==> src/pkg/ptic_pkg.sv <==
// Shared register map, field positions and codes for the paired timer and capture unit
`default_nettype none
package ptic_pkg;
    localparam logic [9:0] ADDR_LOW_COUNT = 10'h106;
    localparam logic [9:0] ADDR_HOLDING = 10'h108;
    localparam logic [9:0] ADDR_HIGH_COUNT = 10'h10a;
    localparam logic [9:0] ADDR_LOW_PERIOD = 10'h10c;
    localparam logic [9:0] ADDR_HIGH_PERIOD = 10'h10e;
    localparam logic [9:0] ADDR_LOW_CTRL = 10'h110;
    localparam logic [9:0] ADDR_HIGH_CTRL = 10'h112;
    localparam logic [9:0] ADDR_CAP0_BUF = 10'h140;
    localparam logic [9:0] ADDR_CAP0_CTRL = 10'h142;
    localparam logic [9:0] ADDR_CAP1_BUF = 10'h144;
    localparam logic [9:0] ADDR_CAP1_CTRL = 10'h146;
    localparam logic [9:0] ADDR_IRQ_FLAG = 10'h150;
    localparam logic [9:0] ADDR_IRQ_ENABLE = 10'h152;
    // Timer control fields
    localparam int TC_ON = 15;
    localparam int TC_IDLE = 13;
    localparam int TC_GATE = 6;
    localparam int TC_DIV_LO = 4;
    localparam int TC_WIDE = 3;
    localparam int TC_SRC = 1;
    // Capture control fields
    localparam int CC_IDLE = 13;
    localparam int CC_TB = 7;
    localparam int CC_ICNT_LO = 5;
    localparam int CC_OVF = 4;
    localparam int CC_BNE = 3;
    // Interrupt flag/enable bit positions
    localparam int IRQ_HIGH_TIMER = 7;
    localparam int IRQ_CAP0 = 1;
    localparam int IRQ_CAP1 = 5;
    localparam logic [15:0] PERIOD_RESET = 16'hffff;
    localparam logic [15:0] CTRL_RESET = 16'h0000;
    localparam int CAP_DEPTH = 4;
    typedef enum logic [2:0] {
        CM_OFF = 3'b000,
        CM_EVERY_EDGE = 3'b001,
        CM_FALL = 3'b010,
        CM_RISE = 3'b011,
        CM_RISE4 = 3'b100,
        CM_RISE16 = 3'b101,
        CM_RSVD = 3'b110,
        CM_WAKE = 3'b111
    } cap_mode_t;
endpackage : ptic_pkg
`default_nettype wire

==> src/pkg/cap_if.sv <==
// Link between the top and each capture channel
`default_nettype none
interface cap_if;
    logic [15:0] ctrl;
    logic ctrl_wr;
    logic [15:0] timebase;
    logic pin;
    logic rd;
    logic [15:0] head;
    logic not_empty;
    logic overflow;
    logic irq_pulse;
    logic wake;
    modport top (output ctrl, ctrl_wr, timebase, pin, rd,
        input head, not_empty, overflow, irq_pulse, wake);
    modport chan (input ctrl, ctrl_wr, timebase, pin, rd,
        output head, not_empty, overflow, irq_pulse, wake);
endinterface : cap_if
`default_nettype wire

==> src/rtl/div_prescaler.sv <==
// Timer input prescaler giving a one-cycle count enable
`default_nettype none
module div_prescaler (
    input wire logic clk,
    input wire logic rst,
    input wire logic tick,
    input wire logic clear,
    input wire logic [1:0] sel,
    output logic en
);
    logic [7:0] cnt_q;
    logic [7:0] top;
    // Terminal value of the divide ratio 1, 8, 64, 256
    assign top = (sel == 2'd0) ? 8'h00 : (sel == 2'd1) ? 8'h07 :
                 (sel == 2'd2) ? 8'h3f : 8'hff;
    assign en = tick && (cnt_q == top);
    // Counter clears on request;
    always_ff @(posedge clk or posedge rst) begin
        if (rst) begin
            cnt_q <= 8'h00;
        end else if (clear) begin
            cnt_q <= 8'h00;
        end else if (tick) begin
            cnt_q <= (cnt_q == top) ? 8'h00 : cnt_q + 8'h01;
        end
    end
endmodule : div_prescaler
`default_nettype wire

==> src/rtl/capture_channel.sv <==
// One capture channel: edge qualify, edge prescale, four-deep buffer
`default_nettype none
module capture_channel #(
    parameter int DEPTH = 4
) (
    input wire logic clk,
    input wire logic rst,
    cap_if.chan c
);
    import ptic_pkg::*;
    logic [15:0] mem_q [DEPTH];
    logic [2:0] fill_q;
    logic ovf_q, pin_q, locked_q;
    logic [3:0] pre_q;
    logic [1:0] icnt_q;
    logic [2:0] mode;
    logic rise, fall, edge_hit, store, full, pre_hit;
    assign mode = c.ctrl[2:0];
    assign rise = c.pin && !pin_q;
    assign fall = !c.pin && pin_q;
    assign pre_hit = (mode == CM_RISE4) ? (pre_q[1:0] == 2'd3) : (pre_q == 4'hf);
    // Edge qualification per mode
    always_comb begin
        case (mode)
            CM_EVERY_EDGE: edge_hit = rise || fall;
            CM_FALL: edge_hit = fall;
            CM_RISE, CM_WAKE: edge_hit = rise;
            CM_RISE4, CM_RISE16: edge_hit = rise && pre_hit;
            default: edge_hit = 1'b0;
        endcase
    end
    assign full = (fill_q == 3'(DEPTH));
    assign store = edge_hit && !full && !locked_q && (mode != CM_WAKE);
    assign c.head = mem_q[0];
    assign c.not_empty = (fill_q != 3'd0);
    assign c.overflow = ovf_q;
    // Every-edge and wake modes flag each edge, else per count
    assign c.irq_pulse = edge_hit && ((mode == CM_EVERY_EDGE) || (mode == CM_WAKE) ||
                         (icnt_q == c.ctrl[CC_ICNT_LO +: 2]));
    assign c.wake = edge_hit && (mode == CM_WAKE);
    // Edge prescaler cleared when channel off
    always_ff @(posedge clk or posedge rst) begin
        if (rst) begin
            pin_q <= 1'b0;
            pre_q <= 4'h0;
            icnt_q <= 2'd0;
        end else begin
            pin_q <= c.pin;
            if (mode == CM_OFF) begin
                pre_q <= 4'h0;
                icnt_q <= 2'd0;
            end else begin
                if (rise && (mode == CM_RISE4 || mode == CM_RISE16)) begin
                    pre_q <= pre_hit ? 4'h0 : pre_q + 4'h1;
                end
                if (edge_hit && mode != CM_EVERY_EDGE) begin
                    icnt_q <= (icnt_q == c.ctrl[CC_ICNT_LO +: 2]) ? 2'd0 : icnt_q + 2'd1;
                end
            end
        end
    end
    // Buffer: read shifts forward, store at tail
    always_ff @(posedge clk or posedge rst) begin
        if (rst) begin
            fill_q <= 3'd0;
            ovf_q <= 1'b0;
            locked_q <= 1'b0;
            for (int i = 0; i < DEPTH; i++) begin
                mem_q[i] <= 16'h0000;
            end
        end else begin
            if (c.rd && fill_q != 3'd0) begin
                for (int i = 0; i < DEPTH - 1; i++) begin
                    mem_q[i] <= mem_q[i + 1];
                end
                fill_q <= fill_q - 3'd1;
                if (fill_q == 3'd1) begin
                    locked_q <= 1'b0;
                end
            end else if (store) begin
                mem_q[fill_q[1:0]] <= c.timebase;
                fill_q <= fill_q + 3'd1;
            end
            // Overflow set wins over software clear
            if (edge_hit && full && mode != CM_EVERY_EDGE && mode != CM_WAKE) begin
                ovf_q <= 1'b1;
                locked_q <= 1'b1;
            end else if (c.ctrl_wr && !c.ctrl[CC_OVF]) begin
                ovf_q <= 1'b0;
            end
        end
    end
endmodule : capture_channel
`default_nettype wire

==> src/rtl/paired_timer_input_capture.sv <==
// Paired 16/32-bit timer with two-channel input capture
// Summary of operation
// High half pulses converter trigger on 32-bit or own 16-bit period match.
// Timer clock passes a prescaler dividing by 1, 8, 64 or 256.
// In 32-bit use the low timer clock and prescaler drive the pair.
// Prescaler clears on count or control writes and on reset.
// Low prescaler is not cleared while its timer is switched off.
// Writing a control register leaves the count unchanged.
// Timers stop counting while the CPU sleeps.
// High timer flag sets on pair period match or gate falling edge.
// Interrupt requested only while enabled; flag stays until software clears.
// Capture mode selects falling, rising, 4th, 16th rising or every edge.
// Capture edge prescaler clears when channel off and on reset.
// Each channel buffers four 16-bit captures.
// Not-empty flag holds until all read; reads shift entries forward.
// Capture when full sets overflow, is lost, stores halt until emptied.
// Software must not read an empty buffer; result undefined.
// Control bit 7 picks channel time base; high timer by default.
// Two independent capture channels, each with control and buffer.
// Every-edge mode flags each edge, ignores count field, never overflows.
// Mode 111 with interrupt enabled wakes the device regardless of timer.
// Control bits 6:5 choose capture events per interrupt.
// Qualifying edge stores selected timer's 16-bit count.
`default_nettype none
module paired_timer_input_capture (
    input wire logic clk,
    input wire logic rst,
    input wire logic [9:0] addr,
    input wire logic [15:0] wdata,
    input wire logic wr,
    input wire logic rd,
    output logic [15:0] rdata,
    input wire logic low_clk_pin,
    input wire logic high_clk_pin,
    input wire logic [1:0] capture_pin,
    input wire logic sleep,
    input wire logic idle,
    output logic converter_trigger,
    output logic irq_req,
    output logic wake_req
);
    import ptic_pkg::*;
    // Register state
    logic [15:0] low_cnt_q, high_cnt_q, hold_q, low_per_q, high_per_q;
    logic [15:0] low_ctl_q, high_ctl_q, cap_ctl_q [2];
    logic [15:0] irq_flag_q, irq_en_q, rdata_q;
    logic trig_q, wake_q;
    // Two-stage pin synchronisers
    logic [1:0] lck_s1, lck_s2, hck_s1, hck_s2, cp_s1, cp_s2;
    logic lck_d_q, hck_d_q, gate_d_q;
    // Decodes
    logic wr_low_cnt, wr_high_cnt, wr_low_ctl, wr_high_ctl, wr_hold, wr_lp, wr_hp;
    logic wide, low_on, high_on, run_ok_low, run_ok_high;
    logic low_tick, high_tick, low_en, high_en, low_clr, high_clr;
    logic low_gate, pair_match, low_match, high_match, gate_fall;
    logic [31:0] pair_cnt, pair_per;
    logic [1:0] cap_pulse, cap_wake;
    logic [15:0] cap_head [2];
    logic [1:0] cap_bne, cap_ovf;
    cap_if cif [2] ();

    function automatic logic hit(input logic [9:0] a, input logic [9:0] target);
        hit = (a == target);
    endfunction : hit

    assign wr_low_cnt = wr && hit(addr, ADDR_LOW_COUNT);
    assign wr_high_cnt = wr && hit(addr, ADDR_HIGH_COUNT);
    assign wr_low_ctl = wr && hit(addr, ADDR_LOW_CTRL);
    assign wr_high_ctl = wr && hit(addr, ADDR_HIGH_CTRL);
    assign wr_hold = wr && hit(addr, ADDR_HOLDING);
    assign wr_lp = wr && hit(addr, ADDR_LOW_PERIOD);
    assign wr_hp = wr && hit(addr, ADDR_HIGH_PERIOD);

    // Synchronise every external pin through two stages
    always_ff @(posedge clk or posedge rst) begin
        if (rst) begin
            lck_s1 <= 2'b00;
            hck_s1 <= 2'b00;
            cp_s1 <= 2'b00;
            lck_s2 <= 2'b00;
            hck_s2 <= 2'b00;
            cp_s2 <= 2'b00;
        end else begin
            lck_s1 <= {1'b0, low_clk_pin};
            hck_s1 <= {1'b0, high_clk_pin};
            cp_s1 <= capture_pin;
            lck_s2 <= lck_s1;
            hck_s2 <= hck_s1;
            cp_s2 <= cp_s1;
        end
    end

    // Clock and gate selection; sleep halts all counting
    assign wide = low_ctl_q[TC_WIDE];
    assign run_ok_low = !sleep && !(idle && low_ctl_q[TC_IDLE]);
    assign run_ok_high = !sleep && !(idle && high_ctl_q[TC_IDLE]);
    assign low_on = low_ctl_q[TC_ON] && run_ok_low;
    assign high_on = high_ctl_q[TC_ON] && run_ok_high && !wide;
    assign low_gate = low_ctl_q[TC_GATE] && !low_ctl_q[TC_SRC];
    assign low_tick = low_on && (low_ctl_q[TC_SRC] ? (lck_s2[0] && !lck_d_q)
                      : (low_gate ? lck_s2[0] : 1'b1));
    assign high_tick = high_on && (high_ctl_q[TC_SRC] ? (hck_s2[0] && !hck_d_q) : 1'b1);
    assign gate_fall = low_gate && low_ctl_q[TC_ON] && !lck_s2[0] && gate_d_q;
    // Only the low timer keeps its prescaler while off; writes clear it
    assign low_clr = low_ctl_q[TC_ON] && (wr_low_cnt || wr_low_ctl);
    assign high_clr = wr_high_cnt || wr_high_ctl;

    div_prescaler u_low_div (
        .clk(clk),
        .rst(rst),
        .tick(low_tick),
        .clear(low_clr),
        .sel(low_ctl_q[TC_DIV_LO +: 2]),
        .en(low_en)
    );
    div_prescaler u_high_div (
        .clk(clk),
        .rst(rst),
        .tick(high_tick),
        .clear(high_clr),
        .sel(high_ctl_q[TC_DIV_LO +: 2]),
        .en(high_en)
    );

    // Match decodes
    assign pair_cnt = {high_cnt_q, low_cnt_q};
    assign pair_per = {high_per_q, low_per_q};
    assign pair_match = wide && (pair_cnt == pair_per);
    assign low_match = !wide && (low_cnt_q == low_per_q);
    assign high_match = !wide && (high_cnt_q == high_per_q);

    // Counters; pair mode uses the low prescaler only
    always_ff @(posedge clk or posedge rst) begin
        if (rst) begin
            low_cnt_q <= 16'h0000;
            high_cnt_q <= 16'h0000;
            lck_d_q <= 1'b0;
            hck_d_q <= 1'b0;
            gate_d_q <= 1'b0;
        end else begin
            lck_d_q <= lck_s2[0];
            hck_d_q <= hck_s2[0];
            gate_d_q <= lck_s2[0];
            if (wr_low_cnt) begin
                low_cnt_q <= wdata;
            end else if (low_en) begin
                low_cnt_q <= (pair_match || low_match) ? 16'h0000 : low_cnt_q + 16'h0001;
            end
            // Holding word loads high half on low write in 32-bit mode
            if (wr_low_cnt && wide) begin
                high_cnt_q <= hold_q;
            end else if (wr_high_cnt) begin
                high_cnt_q <= wdata;
            end else if (wide && low_en) begin
                high_cnt_q <= pair_match ? 16'h0000 :
                              high_cnt_q + {15'h0000, low_cnt_q == 16'hffff};
            end else if (high_en) begin
                high_cnt_q <= high_match ? 16'h0000 : high_cnt_q + 16'h0001;
            end
        end
    end

    // Control and period registers
    always_ff @(posedge clk or posedge rst) begin
        if (rst) begin
            low_ctl_q <= CTRL_RESET;
            high_ctl_q <= CTRL_RESET;
            low_per_q <= PERIOD_RESET;
            high_per_q <= PERIOD_RESET;
            hold_q <= 16'h0000;
            irq_en_q <= 16'h0000;
        end else begin
            if (wr_low_ctl) low_ctl_q <= wdata;
            if (wr_high_ctl) high_ctl_q <= wdata;
            if (wr_lp) low_per_q <= wdata;
            if (wr_hp) high_per_q <= wdata;
            if (wr_hold) hold_q <= wdata;
            if (wr && hit(addr, ADDR_IRQ_ENABLE)) irq_en_q <= wdata;
        end
    end

    // Trigger pulse per count-restarting match
    always_ff @(posedge clk or posedge rst) begin
        if (rst) begin
            trig_q <= 1'b0;
        end else begin
            trig_q <= (wide && low_en && pair_match) || (!wide && high_en && high_match);
        end
    end
    assign converter_trigger = trig_q;

    // Capture channels
    genvar g;
    generate
        for (g = 0; g < 2; g++) begin : g_cap
            logic ctl_wr;
            assign ctl_wr = wr && hit(addr, g ? ADDR_CAP1_CTRL : ADDR_CAP0_CTRL);
            always_ff @(posedge clk or posedge rst) begin
                if (rst) begin
                    cap_ctl_q[g] <= CTRL_RESET;
                end else if (ctl_wr) begin
                    cap_ctl_q[g] <= wdata;
                end
            end
            assign cif[g].ctrl = cap_ctl_q[g];
            assign cif[g].ctrl_wr = ctl_wr;
            // Bit 7 clear picks the high timer, the reset default
            assign cif[g].timebase = cap_ctl_q[g][CC_TB] ? low_cnt_q : high_cnt_q;
            assign cif[g].pin = cp_s2[g];
            assign cif[g].rd = rd && hit(addr, g ? ADDR_CAP1_BUF : ADDR_CAP0_BUF);
            assign cap_head[g] = cif[g].head;
            assign cap_bne[g] = cif[g].not_empty;
            assign cap_ovf[g] = cif[g].overflow;
            assign cap_pulse[g] = cif[g].irq_pulse;
            assign cap_wake[g] = cif[g].wake;
            capture_channel #(.DEPTH(CAP_DEPTH)) u_chan (
                .clk(clk),
                .rst(rst),
                .c(cif[g])
            );
        end
    endgenerate

    // Sticky flags, hardware set wins
    always_ff @(posedge clk or posedge rst) begin
        if (rst) begin
            irq_flag_q <= 16'h0000;
            wake_q <= 1'b0;
        end else begin
            if (wr && hit(addr, ADDR_IRQ_FLAG)) begin
                irq_flag_q <= wdata;
            end
            if ((wide && low_en && pair_match) || (!wide && high_en && high_match) ||
                    (wide && gate_fall)) begin
                irq_flag_q[IRQ_HIGH_TIMER] <= 1'b1;
            end
            if (cap_pulse[0]) irq_flag_q[IRQ_CAP0] <= 1'b1;
            if (cap_pulse[1]) irq_flag_q[IRQ_CAP1] <= 1'b1;
            // Wake needs channel enable, not timer
            wake_q <= (cap_wake[0] && irq_en_q[IRQ_CAP0]) || (cap_wake[1] && irq_en_q[IRQ_CAP1]);
        end
    end
    assign irq_req = |(irq_flag_q & irq_en_q);
    assign wake_req = wake_q;

    // Read data one cycle after the strobe; unmapped reads as zero.
    // Empty buffer read gives stale head data
    always_ff @(posedge clk or posedge rst) begin
        if (rst) begin
            rdata_q <= 16'h0000;
        end else if (rd) begin
            case (addr)
                ADDR_LOW_COUNT: rdata_q <= low_cnt_q;
                ADDR_HOLDING: rdata_q <= hold_q;
                ADDR_HIGH_COUNT: rdata_q <= high_cnt_q;
                ADDR_LOW_PERIOD: rdata_q <= low_per_q;
                ADDR_HIGH_PERIOD: rdata_q <= high_per_q;
                ADDR_LOW_CTRL: rdata_q <= low_ctl_q;
                ADDR_HIGH_CTRL: rdata_q <= high_ctl_q;
                ADDR_CAP0_BUF: rdata_q <= cap_head[0];
                ADDR_CAP1_BUF: rdata_q <= cap_head[1];
                ADDR_CAP0_CTRL: rdata_q <= {cap_ctl_q[0][15:5], cap_ovf[0], cap_bne[0],
                                            cap_ctl_q[0][2:0]};
                ADDR_CAP1_CTRL: rdata_q <= {cap_ctl_q[1][15:5], cap_ovf[1], cap_bne[1],
                                            cap_ctl_q[1][2:0]};
                ADDR_IRQ_FLAG: rdata_q <= irq_flag_q;
                ADDR_IRQ_ENABLE: rdata_q <= irq_en_q;
                default: rdata_q <= 16'h0000;
            endcase
        end else begin
            rdata_q <= 16'h0000;
        end
    end
    assign rdata = rdata_q;
endmodule : paired_timer_input_capture
`default_nettype wire

==> config.mk <==
export PLATFORM = sky130hd
export DESIGN_NAME = paired_timer_input_capture
export DESIGN_NICKNAME = d
export VERILOG_FILES = /design/src/pkg/ptic_pkg.sv /design/src/pkg/cap_if.sv /design/src/rtl/div_prescaler.sv /design/src/rtl/capture_channel.sv /design/src/rtl/paired_timer_input_capture.sv
export SDC_FILE = /design/constraint.sdc
export NUM_CORES = 1
export LEC_CHECK = 0
export BUFFER_PORTS_ARGS = -buffer_cell sky130_fd_sc_hd__buf_2
export CORE_MARGIN = 10
export CORE_UTILIZATION = 45
export CTS_BUF_LIST = sky130_fd_sc_hd__clkbuf_8
export CTS_CLUSTER_DIAMETER = 30
export DETAILED_ROUTE_END_ITERATION = 10
export SYNTH_ARGS = -nofsm -noshare
export SYNTH_HDL_FRONTEND = slang
export SYNTH_SLANG_ARGS = --single-unit
==> constraint.sdc <==
create_clock -name clk -period 31.8 [get_ports clk]
set_input_delay 1.59 -clock clk [delete_from_list [all_inputs] [get_ports clk]]
set_output_delay 1.59 -clock clk [all_outputs]
set_load 0.01 [all_outputs]
# Yosys cells after proc, flatten, opt, wreduce, memory -nomap -nowiden
# Cells that the tools add are included.
[totals] ff_bits=372 latchBits=0 ram_bits=0 romBits=0 input_bits=36 output_inout_bits=19 elab_cells=330 n_memories=0
[op_classes] add_sub_neg=13 n_mul=0 div=0 magnitude_cmp=4 eq_ne=49 shifts=0 muxes=72 bitwise=5 n_reduce_logical=140
[ops] cell="16-bit two-way mux" n=14
[ops] cell="16-bit one-hot mux with 13 select lines" n=1
[ops] cell="10-bit by 9-bit == test with 1-bit output, second input constant" n=13
[ops] cell="64-bit bitwise mux" n=2
[ops] cell="64-bit two-way mux" n=2
[ops] cell="8-bit two-way mux" n=13
[ops] cell="48-bit two-way mux" n=2
[ops] cell="1-bit logical AND" n=74
[ops] cell="16-bit demux with 2-bit select" n=2
[ops] cell="2-bit nonzero test" n=18
[ops] cell="16-bit by 1-bit adder with 16-bit output, second input constant" n=2
[ops] cell="16-bit == test" n=2
[ops] cell="32-bit == test" n=1
[ops] cell="3-bit == test, second input constant" n=8
[ops] cell="4-bit two-way mux" n=6
[ops] cell="1-bit logical NOT" n=18
[ops] cell="1-bit two-way mux" n=18
[ops] cell="16-bit by 1-bit adder with 16-bit output" n=1
[ops] cell="8-bit by 1-bit adder with 8-bit output, second input constant" n=2
[ops] cell="16-bit bitwise AND" n=1
[ops] cell="16-bit == test, second input constant" n=1
[ops] cell="8-bit == test" n=2
[ops] cell="16-bit OR reduction" n=1
[ops] cell="1-bit logical OR" n=14
[ops] cell="25 further kinds" n=65

# Depth between registers and ports, before layout
# Gate-level depths: netlist of the first run.
[depth] depth_word=12 ltp_mapped=15 mapped_depth_nobuf=15

# Cells and area by module
# Synthesis of the first run repeated with hierarchy kept, for this count alone.
[unflattened] cells_unflattened=2033 hier_area_um2=20100.5
[modules_own_cells] module="paired_timer_input_capture" n_inst=1 cells_per_inst=1087 area_per_inst_um2=11227.0 seq_area_each_um2=5144.9
[modules_own_cells] module="capture_channel" n_inst=2 cells_per_inst=422 area_per_inst_um2=3940.0 seq_area_each_um2=1901.8
[modules_own_cells] module="div_prescaler" n_inst=2 cells_per_inst=51 area_per_inst_um2=496.7 seq_area_each_um2=200.2

# Least setup slack after synthesis of the first run
# No wires, ideal clock.
[synth_timing] kind="input to register" from="input sleep" to="register high_cnt_q[8]" setup_ns=0.069 arrival_ns=3.500 required_ns=31.731 setup_slack_ns=28.231 path_stages=7 path_buffers=0 path_cell_list="or3b_2 a221oi_1 o21a_2 nor3_2 or4_1 or3_1 nand3_1"
[synth_between] elab_chain_len=9 word_cells_on_any_way=15 classes_between="mux: 3; reduce/logical: 12"
[synth_lines] element="from (decl)" line="paired_timer_input_capture.sv:36" text="input wire logic sleep,"
[synth_lines] element="1-bit logical NOT (*)" line="paired_timer_input_capture.sv:95, paired_timer_input_capture.sv:96"
[synth_lines] element="1-bit logical AND" line="paired_timer_input_capture.sv:95" text="assign run_ok_low = !sleep && !(idle && low_ctl_q[TC_IDLE]);"
[synth_lines] element="1-bit logical AND" line="paired_timer_input_capture.sv:97" text="assign low_on = low_ctl_q[TC_ON] && run_ok_low;"
[synth_lines] element="1-bit logical AND" line="paired_timer_input_capture.sv:100" text="assign low_tick = low_on && (low_ctl_q[TC_SRC] ? (lck_s2[0] && !lck_d_q)"
[synth_lines] element="1-bit logical AND" line="div_prescaler.sv:16" text="assign en = tick && (cnt_q == top);"
[synth_lines] element="1-bit logical AND" line="paired_timer_input_capture.sv:154" text="end else if (wide && low_en) begin"
[synth_lines] element="16-bit two-way mux" line="paired_timer_input_capture.sv:154"
[synth_lines] element="16-bit two-way mux" line="paired_timer_input_capture.sv:152" text="end else if (wr_high_cnt) begin"
[synth_lines] element="16-bit two-way mux" line="paired_timer_input_capture.sv:150" text="if (wr_low_cnt && wide) begin"
[synth_lines] element="to (signal assigned)" line="paired_timer_input_capture.sv:151" text="high_cnt_q <= hold_q;"
[synth_lines] element="to (signal assigned)" line="paired_timer_input_capture.sv:153" text="high_cnt_q <= wdata;"
[synth_lines] element="to (signal assigned)" line="paired_timer_input_capture.sv:155" text="high_cnt_q <= pair_match ? 16'h0000 :"
[synth_lines] element="to (decl)" line="paired_timer_input_capture.sv:44" text="logic [15:0] low_cnt_q, high_cnt_q, hold_q, low_per_q, high_per_q;"
# Every way passes the cells marked *; elsewhere a longest branch is shown, timed or not.
# A chain may end at the register's enable or synchronous reset.

# Final worst setup path of the first run
[layout_timing] from="register low_cnt_q[0]" to="register high_cnt_q[7]"
[layout_between] elab_chain_len=6 word_cells_on_any_way=8 classes_between="add/sub: 1; eq/ne: 2; mux: 4; reduce/logical: 1"
[layout_lines] element="from (decl)" line="paired_timer_input_capture.sv:44"
[layout_lines] element="from (signal assigned)" line="paired_timer_input_capture.sv:145" text="low_cnt_q <= wdata;"
[layout_lines] element="from (signal assigned)" line="paired_timer_input_capture.sv:147" text="low_cnt_q <= (pair_match || low_match) ? 16'h0000 : low_cnt_q + 16'h0001;"
[layout_lines] element="16-bit == test or 32-bit == test (tied branches)" line="paired_timer_input_capture.sv:156, paired_timer_input_capture.sv:128"
[layout_lines] element="16-bit by 1-bit adder with 16-bit output or 1-bit logical AND (tied branches)" line="paired_timer_input_capture.sv:156, paired_timer_input_capture.sv:128"
[layout_lines] element="16-bit two-way mux (*)" line="paired_timer_input_capture.sv:155"
[layout_lines] element="16-bit two-way mux (*)" line="paired_timer_input_capture.sv:154"
[layout_lines] element="16-bit two-way mux (*)" line="paired_timer_input_capture.sv:152"
[layout_lines] element="16-bit two-way mux (*)" line="paired_timer_input_capture.sv:150"
# Marked as above.

==> results of run 1 <==
[worst register-to-register path, stage by stage (launching register included)]
cell      delay [ns]
dfrtp_1         0.70
ha_1            0.31
nand3_1         0.13
nor3_1          0.45
and3_1          0.28
and3_1          0.21
and3_1          0.22
and3_1          0.27
ha_1            0.20
nand3_1         0.16
nor2_1          0.23
nand2_1         0.16
o22ai_1         0.43
o211ai_1        0.17
a21oi_1         0.15
[stage by stage]
step	power (mW)	util	std cells
global route	1.20	0.522	2514
detailed placement	0.552	0.473	2348
finish	1.16	0.522	2514
global placement	0.551	0.473	2348
CTS	1.17	0.522	2514
floorplan	0.528	-	1887
[area by class of cell]
| cell class | instances | area, µm² | area share |
|---|---|---|---|
| sequential | 370 | 9300 | 0.434 |
| multi-input combinational | 1325 | 8830 | 0.412 |
| clock buffer | 102 | 1400 | 0.0655 |
| tap | 532 | 666 | 0.0310 |
| clock inverter | 64 | 589 | 0.0275 |
| timing repair buffer | 85 | 515 | 0.0240 |
| inverter | 36 | 143 | 0.00665 |
[logic make-up after synthesis]
family	count (synthesis)	synth area share
and+or+nand+nor	539	0.133
AOI/OAI and AO/OA	515	0.180
DFF	370	0.494
muxes	195	0.114
buffers and inverters	192	0.0387
xor gates and xnor gates	50	0.0233
adders and majority gates	26	0.0173
[power groups by stage]
stage | combinational [mW] | sequential [mW] | clock, mW
2_1_floorplan | 0.0366 | 0.491 | 0
3_3_place_gp | 0.0504 | 0.500 | 0
3_5_place_dp | 0.0512 | 0.501 | 0
4_1_cts | 0.0514 | 0.493 | 0.625
5_1_grt | 0.0570 | 0.494 | 0.652
6_report | 0.0518 | 0.494 | 0.616
[worst paths after layout]
kind,end,start,depth (start not counted)
max,high_cnt_q[7]$_DFFE_PP0P_,low_cnt_q[0]$_DFFE_PP0P_,14
min,cp_s2[1]$_DFF_PP0_,cp_s1[1]$_DFF_PP0_,0
max reg2reg,high_cnt_q[7]$_DFFE_PP0P_,low_cnt_q[0]$_DFFE_PP0P_,14
min reg2reg,cp_s2[1]$_DFF_PP0_,cp_s1[1]$_DFF_PP0_,0
max in group asynchronous,low_cnt_q[12]$_DFFE_PP0P_,rst,4
min in group asynchronous,cp_s1[1]$_DFF_PP0_,rst,2
[per-layer routing]
metal  global-route usage  routed length, µm  vias to the layer above
li1                     -                  -                     6981
met1                0.328              26100                     7676
met2                0.349              26300                      817
met3               0.0613               5580                      163
met4                0.114               2570                        2
met5                    0                 13                        -
[cell usage in the layout (no fill, tap or decap), types with 54 or more instances in the layout]
| cell type | instances |
|---|---|
| o21ai_0 | 214 |
| dfrtp_1 | 338 |
| buf_2 | 54 |
| clkbuf_8 | 102 |
| mux2_2 | 147 |
| nand2_1 | 245 |
| nor2_1 | 84 |
| a21oi_1 | 66 |
| nand3_1 | 84 |
| inv_1 | 55 |
==> reports/qor.yml, run 1 <==
detailed_routing:
  drtIter0Drc: 1991
  via_per_inst: 6.22
  wl_per_cell_um: 24.1
  vias: 15600
  drc: 0
  dr.pass1.iters: 9
  drt_wl_total_mm: 60.5
  final_antenna_net_count: 0
global_route:
  track_usage: 0.240
  gr-total-overflow: 0
  grt_max_degree: 163
  antenna_found_initial: 1
  grt_pass1_wl_mm: 93.3
  grt_pass1_vias: 15000
worst_setup_path:
  end_kind: "register"
  path_buf_inv: 0
  cpMaxStageDelayCell: "dfrtp_1"
  crit_top_cell: "and3_1"
  slowest_delay_ns: 0.70
  reg2reg_slack_ns: 27.65
  crit_family: "simple AND/OR/NAND/NOR gates"
  arrival_ns: 4.74
  worstPathRequired_ns: 32.39
  crit_type: "reg -> reg"
  critical_path.cell_chain: "ha_1, nand3_1, nor3_1, and3_1, and3_1, and3_1, and3_1, ha_1, nand3_1, nor2_1, nand2_1, o22ai_1, o211ai_1, a21oi_1"
  crit_path_max_fanout: 9
  start_kind: "register"
synthesis:
  synthMostInstantiatedCell: "dfrtp_1"
  yosysTopAreaCellShare: 0.450
  yosysWarnings: 0
  synthTopCellsByCount: "dfrtp_1 (338), nand2_1 (245), o21ai_0 (214), mux2_2 (147), clkbuf_1 (139)"
  synth-async-reset-ratio: 1.00
  ys_types: 72
  synth-seq-area-share: 0.494
  yosys_most_used_dff: "dfrtp_1"
  synth_nets: 1949
  synth_edf_count: 0
  synthTopCellsByArea: "dfrtp_1 (45%), mux2_2 (8.8%), o21ai_0 (5.7%), nand2_1 (4.9%), dfstp_2 (4.5%)"
  yosys.area.top_type: "dfrtp_1"
  syn-cell-area_um2: 18800
  synth-seq-cells: 370
  syn-mean-instance-area_um2: 9.97
  synth_cells: 1887
power:
  p_int_uw: 873
  vdd_drop_max_v: 0.0000311
  power_frac_seq: 0.425
  p_sw_frac: 0.248
  p_switching_uw: 288
  clkPwrFrac: 0.530
  leakage_nw: 9.82
  combPwrFrac: 0.045
  p_per_area_nw_per_um2: 54.1
layout:
  fill_cells: 3706
  antenna_cells: 0
  top_register: "g_cap.u_chan.mem_q"
  design_area_um2: 21400
  largest_reg_flops: 96
  area_growth_pct: 14.0
  finalNetCount: 1969
  drive_above_1_share: 0.219
clocking:
  cts_made_buffers: 89
  post_cts_resized: 0
  clk-insertion-delay-late_ns: 0.67
  tritoncts: "built"
  post-cts-setup-buffers: 0
  clkSinkCount: 370
  cts_max_path_buffers: 3
  cts-htree-levels: 3
  cts_hold_buffers: 0
  clock-root-buffer: "clkbuf_8"
  clk_pin_slew_ns: 0.05
place:
  dp_hpwl_mm: 40.8
  place_ws_ns: 27.10
  routabilityCongestion: 0.911
  place_area_um2: 19500
  port_buffers: 54
sta:
  tightest_slew_ns: 1.23
  fin_ws_ns: 27.65
  fin_tns_setup_ns: 0
  relSlewSlack: 0.177
  maxSlewViolCount: 0
  clock.fmax_ghz: 0.241
  whs_ns: 0.347
  setup_violations: 0
  period_needed_ns: 4.15
  finalHoldViolCount: 0
  rsz0062_at_grt: "false"
  final.period_utilization: 0.130
  skew_ns: 0.0275
floorplanning:
  fp.dieH_um: 224
  die-area_um2: 50400
  die_w_um: 224
  initial_utilization: 0.458
  coreArea_um2: 41100
  std_cell_rows: 74
  top_level_ports: 55
run:
  drv_cap: 0
outcome:
  status: "complete, no violations"
worst_hold_path:
  hold_path_class: "reg -> reg"
Power figures use the tool's default switching activity.
==> run 2, diff against run 1 <==
clock period = 3.35 ns   (was 31.8 ns; I/O delays follow)
==> run 2 against run 1 <==
Compared with the run above:
- non-clock buffer count rose by 86
- critical path type unchanged
- clock-buffer cell count rose by 13
- cell area rose by 5.0%
- flip-flop and latch count did not move
- first-iteration DRC count fell by 14%
- die area did not move
- utilization rose by 2.6 points
- final cell count rose by 4.0%
- sequential power rose to 9.4 times the previous value
==> reports/qor.yml, run 2 (synthesized netlist as in run 1, its figures left out) <==
layout:
  layout_commonest_cell: "dfrtp_1"  # unchanged
  finalNonFillerCells: 2614  # was 2514
  final_cell_mix: "dfrtp_1 (338), nand2_1 (245), o21ai_0 (214)"  # unchanged
  drive_above_1_share: 0.248  # was 0.219
  finalNetCount: 2062  # was 1969
  area_growth_pct: 19.6  # was 14.0%
  fill_cells: 3657  # was 3706
  top_register: "g_cap.u_chan.mem_q"  # unchanged
  largest_reg_flops: 96  # unchanged
  design_area_um2: 22500  # was 21400 µm²
sta:
  tightest_slew_ns: 1.26  # was 1.23 ns
  final.period_utilization: 0.950  # was 0.130
  whs_ns: 0.0481  # was 0.347 ns
  relSlewSlack: 0.156  # was 0.177
  finalHoldViolCount: 0  # unchanged
  clock.fmax_ghz: 0.314  # was 0.241 GHz
  rsz0062_at_grt: "false"  # unchanged
  fin_tns_setup_ns: 0  # unchanged
  skew_ns: 0.0358  # was 0.0275 ns
  setup_violations: 0  # unchanged
  maxSlewViolCount: 0  # unchanged
  period_needed_ns: 3.18  # was 4.15 ns
worst_setup_path:
  end_kind: "register"  # unchanged
  worstPathRequired_ns: 3.95  # was 32.39 ns
  arrival_ns: 3.78  # was 4.74 ns
  crit_type: "reg -> reg"  # unchanged
  crit_path_max_fanout: 4  # was 9
  start_kind: "register"  # unchanged
floorplanning:
  coreArea_um2: 41100  # unchanged
  std_cell_rows: 74  # unchanged
  die_w_um: 224  # unchanged
  die-area_um2: 50400  # unchanged
  initial_utilization: 0.458  # unchanged
  top_level_ports: 55  # unchanged
  fp.dieH_um: 224  # unchanged
clocking:
  clk-insertion-delay-late_ns: 0.68  # was 0.67 ns
  clkSinkCount: 370  # unchanged
  clock-root-buffer: "clkbuf_8"  # unchanged
  cts_max_path_buffers: 3  # unchanged
  cts-htree-levels: 3  # unchanged
  clk_pin_slew_ns: 0.06  # was 0.05 ns
  cts_made_buffers: 96  # was 89
  tritoncts: "built"  # unchanged
global_route:
  gr-total-overflow: 0  # unchanged
  grt_max_degree: 87  # was 163
  grt_pass1_wl_mm: 96.1  # was 93.3 mm
  grt_pass1_vias: 15700  # was 15000
  track_usage: 0.249  # was 0.240
  antenna_found_initial: 2  # was 1
detailed_routing:
  final_antenna_net_count: 0  # unchanged
  drc: 0  # unchanged
  dr.pass1.iters: 6  # was 9
  drt_wl_total_mm: 62.9  # was 60.5 mm
  wl_per_cell_um: 24.1  # about the same
  via_per_inst: 6.14  # was 6.22
  vias: 16000  # was 15600
  drtIter0Drc: 1707  # was 1991
place:
  dp_hpwl_mm: 43.6  # was 40.8 mm
  dp.cells: 2412  # was 2348
  place_area_um2: 20000  # was 19500 µm²
  routabilityCongestion: 0.977  # was 0.911
  port_buffers: 54  # unchanged
worst_hold_path:
  hold_path_class: "in -> reg"  # was reg -> reg
power:
  leakage_nw: 10.4  # was 9.82 nW
  vdd_drop_max_v: 0.000267  # was 0.0000311 V
  p_per_area_nw_per_um2: 521  # was 54.1 nW/µm²
outcome:
  status: "complete, no violations"  # unchanged
run:
  drv_cap: 0  # unchanged
run 2: cell count changes in the layout (fill, tap and decap cells not counted), moves of 2 or more:
cell / change
clkbuf_8: +13
nor3_2: +2
buf_12: +7
buf_4: +58
clkinv_2: -2
nor3_1: -2
dlygate4sd3_1: +21
bufinv_16: +3
diode_2: +2
run 2: path summary, 6_finish.rpt:
path | endpoint | from | slack [ns] | cells after the start
max | high_cnt_q[12]$_DFFE_PP0P_ | low_cnt_q[0]$_DFFE_PP0P_ | 0.17 | 13
max in group asynchronous | g_cap[1].u_chan.c.head[14]$_DFFE_PP0P_ | rst | 2.22 | 4
min in group asynchronous | cp_s1[1]$_DFF_PP0_ | rst | 0.17 | 3
max reg2reg | high_cnt_q[12]$_DFFE_PP0P_ | low_cnt_q[0]$_DFFE_PP0P_ | 0.17 | 13
min | low_per_q[1]$_DFFE_PP1P_ | wdata[1] | 0.05 | 2
min reg2reg | cp_s2[1]$_DFF_PP0_ | cp_s1[1]$_DFF_PP0_ | 0.35 | 0
run 2: repair_timing:
action                                 4_1_cts  5_1_grt
buffers inserted                             0        1
hold buffers                                21        0
resized for setup                            0        6
endpoints found under the hold margin       99        0
setup endpoints to repair                    0       24
run 2: report_power, final:
part           internal [mW]  leakage, nW  switching (mW)
clock                   4.13         1.20            2.35
sequential              4.56         4.77          0.0638
combinational          0.200         4.41           0.434
run 2: critical path: stages (launching register included):
cell and delay, ns:
dfrtp_1 0.35, ha_1 0.22, nand3_1 0.14, nor3_2 0.18, and3_1 0.23, and3_1 0.21, and3_1 0.20, and3_1 0.18
ha_1 0.18, ha_1 0.23, nand2_1 0.14, o22a_1 0.25, or4_1 0.49, nand3_1 0.11
run 2: through the flow:
| stage | worst slack (ns) | total power, mW | utilization |
|---|---|---|---|
| final | 0.166 | 11.7 | 0.548 |
| after global routing | 0.00843 | 12.1 | 0.547 |
| after CTS | 0.0923 | 11.8 | 0.546 |
| after detailed placement | 0.116 | 5.29 | 0.487 |
| after global placement | 0.248 | 5.28 | 0.487 |
| after floorplan | -1.76 | 5.01 | - |
run 2: final cells by class:
type | count | area [µm²] | share of cell area
clock buffer | 115 | 1580 | 0.0703
sequential | 370 | 9300 | 0.413
multi-input combinational | 1325 | 8860 | 0.394
inverter | 36 | 139 | 0.00617
tap | 532 | 666 | 0.0296
timing repair buffer | 171 | 1300 | 0.0578
clock inverter | 63 | 653 | 0.0290
antenna | 2 | 5.00 | 0.000222
run 2: metal layers:
| metal | GRT usage | wire (µm) |
|---|---|---|
| met1 | 0.323 | 25900 |
| met5 | 0 | 0 |
| met3 | 0.0817 | 6820 |
| met4 | 0.116 | 2720 |
| met2 | 0.370 | 27400 |
==> run 3, diff against run 2 <==
SYNTH_HIERARCHICAL = 1   (was not set)
==> run 3 against run 2 <==
Compared with the run above:
- clock power up 0.8%
- final cell count is 6.3% higher
- power increased by 2.9%
- register-to-register slack is essentially flat
- non-clock buffer count is 1 higher
- synthesized area grew 6.4%
- flip-flop and latch count is the same
- sequential power is essentially flat
- routed wire length grew 11%
- setup slack gained 0.0044 ns
- highest routed layer is now met5
==> reports/qor.yml, run 3 <==
worst_setup_path:
  arrival_ns: 3.73  # was 3.78 ns
  crit_type: "reg -> reg"  # unchanged
  crit_family: "simple AND/OR/NAND/NOR gates"  # unchanged
  path_buf_inv: 1  # was 0
  crit_path_max_fanout: 13  # was 4
  crit_top_cell: "or3_1"  # was and3_1
  rr_worst_depth: 11  # was 13
  end_kind: "register"  # unchanged
  crit_cells: 11  # was 13
  cpMaxStageDelayCell: "nor4b_4"  # was or4_1
  worstPathRequired_ns: 3.90  # was 3.95 ns
  critical_path.cell_chain: "or3_1, o31a_1, nor4b_4, inv_1, nor2_2, or3_1, nand2_4, a21oi_1, o31ai_1, a221oi_1, nor2_1"  # was ha_1, nand3_1, nor3_2, and3_1, and3_1, and3_1, and3_1, ha_1, ha_1, nand2_1, o22a_1, or4_1, nand3_1
  slowest_delay_ns: 0.46  # was 0.49 ns
  start_kind: "register"  # unchanged
sta:
  setup_violations: 0  # unchanged
  tightest_slew_ns: 0.988  # was 1.26 ns
  fin_tns_setup_ns: 0  # unchanged
  rsz0062_at_grt: "false"  # unchanged
  maxSlewViolCount: 0  # unchanged
  clock.fmax_ghz: 0.315  # was 0.314 GHz
  finalHoldViolCount: 0  # unchanged
  final.period_utilization: 0.949  # was 0.950
  skew_ns: 0.0417  # was 0.0358 ns
  relSlewSlack: 0.340  # was 0.156
  fin_ws_ns: 0.170  # was 0.166 ns
  period_needed_ns: 3.18  # about the same
clocking:
  cts-htree-levels: 3  # unchanged
  tritoncts: "built"  # unchanged
  clkSinkCount: 370  # unchanged
  clk-insertion-delay-late_ns: 0.68  # about the same
  cts_max_path_buffers: 3  # unchanged
  clock-root-buffer: "clkbuf_8"  # unchanged
  clk_pin_slew_ns: 0.06  # about the same
  cts_made_buffers: 93  # was 96
  post-cts-setup-buffers: 0  # unchanged
place:
  dp.cells: 2584  # was 2412
  dp_hpwl_mm: 47.7  # was 43.6 mm
  place_ws_ns: 0.0948  # was 0.116 ns
  routabilityCongestion: 0.974  # was 0.977
  port_buffers: 54  # unchanged
  place_area_um2: 20900  # was 20000 µm²
layout:
  finalNonFillerCells: 2779  # was 2614
  final_core_util: 0.530  # was 0.548
  top_register: "g_cap.u_chan/mem_q"  # was g_cap.u_chan.mem_q
  layout_commonest_cell: "dfrtp_1"  # unchanged
  final_cell_mix: "dfrtp_1 (338), nor2_1 (175), mux2_2 (175)"  # was dfrtp_1 (338), nand2_1 (245), o21ai_0 (214)
  design_area_um2: 23400  # was 22500 µm²
  largest_reg_flops: 96  # unchanged
  drive_above_1_share: 0.269  # was 0.248
  area_growth_pct: 16.9  # was 19.6%
  finalNetCount: 2166  # was 2062
detailed_routing:
  final_antenna_net_count: 0  # unchanged
  wl_per_cell_um: 25.1  # was 24.1 µm
  route.met3.wl_mm: 6.82  # about the same
  dr.pass1.iters: 9  # was 6
  top_layer: "met5"  # was met4
  wl_met1_mm: 29.0  # was 25.9 mm
  drtIter0Drc: 1938  # was 1707
  vias: 17100  # was 16000
  drc: 0  # unchanged
  drt_wl_total_mm: 69.8  # was 62.9 mm
  via_per_inst: 6.14  # about the same
  wl_met2_mm: 31.1  # was 27.4 mm
global_route:
  grt_pass1_vias: 16700  # was 15700
  grt_max_degree: 56  # was 87
  track_usage: 0.256  # was 0.249
  antenna_found_initial: 2  # unchanged
  grt_pass1_wl_mm: 105  # was 96.1 mm
  gr-total-overflow: 0  # unchanged
worst_hold_path:
  whs_path_depth: 5  # was 2
  hold_path_class: "in -> reg"  # unchanged
floorplanning:
  die-area_um2: 53300  # was 50400 µm²
  die_w_um: 231  # was 224 µm
  std_cell_rows: 77  # was 74
  top_level_ports: 55  # unchanged
  coreArea_um2: 44100  # was 41100 µm²
  initial_utilization: 0.454  # was 0.458
  fp.dieH_um: 231  # was 224 µm
synthesis:
  syn-mean-instance-area_um2: 9.88  # was 9.97 µm²
  yosysWarnings: 6  # was 0
  synth_cells: 2027  # was 1887
  synth_nets: 2085  # was 1949
  syn-cell-area_um2: 20000  # was 18800 µm²
run:
  drv_cap: 0  # unchanged
power:
  leakage_nw: 10.5  # was 10.4 nW
  p_per_area_nw_per_um2: 516  # was 521 nW/µm²
  vdd_drop_max_v: 0.000383  # was 0.000267 V
outcome:
  status: "complete, no violations"  # unchanged
## run 3: tightest hold or removal path, cell delays in order
cell,delay [ns]
buf_2,0.11
a21oi_1,0.07
buf_4,0.17
o311ai_0,0.11
a21oi_1,0.07
## run 3: area by class of cell
class	instances	area [µm²]
Antenna cell	2	5.00
Clock buffer	111	1530
Clock inverter	61	709
Fill cell	4043	20700
Inverter	33	130
Multi-Input combinational cell	1438	9720
Sequential cell	370	9300
Tap cell	592	741
Timing Repair Buffer	172	1270
## run 3: final timing paths
path                                                start                         endpoint  slack, ns
max                        u_low_div/cnt_q[2]$_DFFE_PP0P_       high_cnt_q[15]$_DFFE_PP0P_       0.17
min                                                  idle  u_high_div/cnt_q[1]$_DFFE_PP0P_       0.07
max reg2reg                u_low_div/cnt_q[2]$_DFFE_PP0P_       high_cnt_q[15]$_DFFE_PP0P_       0.17
min reg2reg                            cp_s1[0]$_DFF_PP0_               cp_s2[0]$_DFF_PP0_       0.35
max in group asynchronous                             rst         low_per_q[7]$_DFFE_PP1P_       2.06
min in group asynchronous                             rst  u_high_div/cnt_q[3]$_DFFE_PP0P_       0.18
## run 3: timing repair
action	4_1_cts	5_1_grt
setup endpoints to repair	0	13
hold buffers	21	0
hold endpoints to repair	170	0
gates resized for setup	0	7
## run 3: report_power, final
group	leakage [nW]	total (mW)	internal [mW]	switching, mW
Sequential	4.48	4.65	4.57	0.0892
Clock	1.15	6.53	4.14	2.40
Combinational	4.84	0.892	0.284	0.608
## run 3: layer usage
| metal | track usage | vias to the layer above |
|---|---|---|
| li1 | - | 7536 |
| met1 | 0.335 | 8513 |
| met2 | 0.389 | 837 |
| met3 | 0.0698 | 173 |
| met4 | 0.114 | 2 |
| met5 | 0 | - |
## run 3: stage by stage
stage / power (mW) / hold slack [ns]
after floorplan: 5.16 / -0.0168
after global placement: 5.56 / 0.276
after detailed placement: 5.57 / 0.279
after CTS: 12.1 / 0.0223
after global routing: 12.5 / 0.0753
final: 12.1 / 0.0724
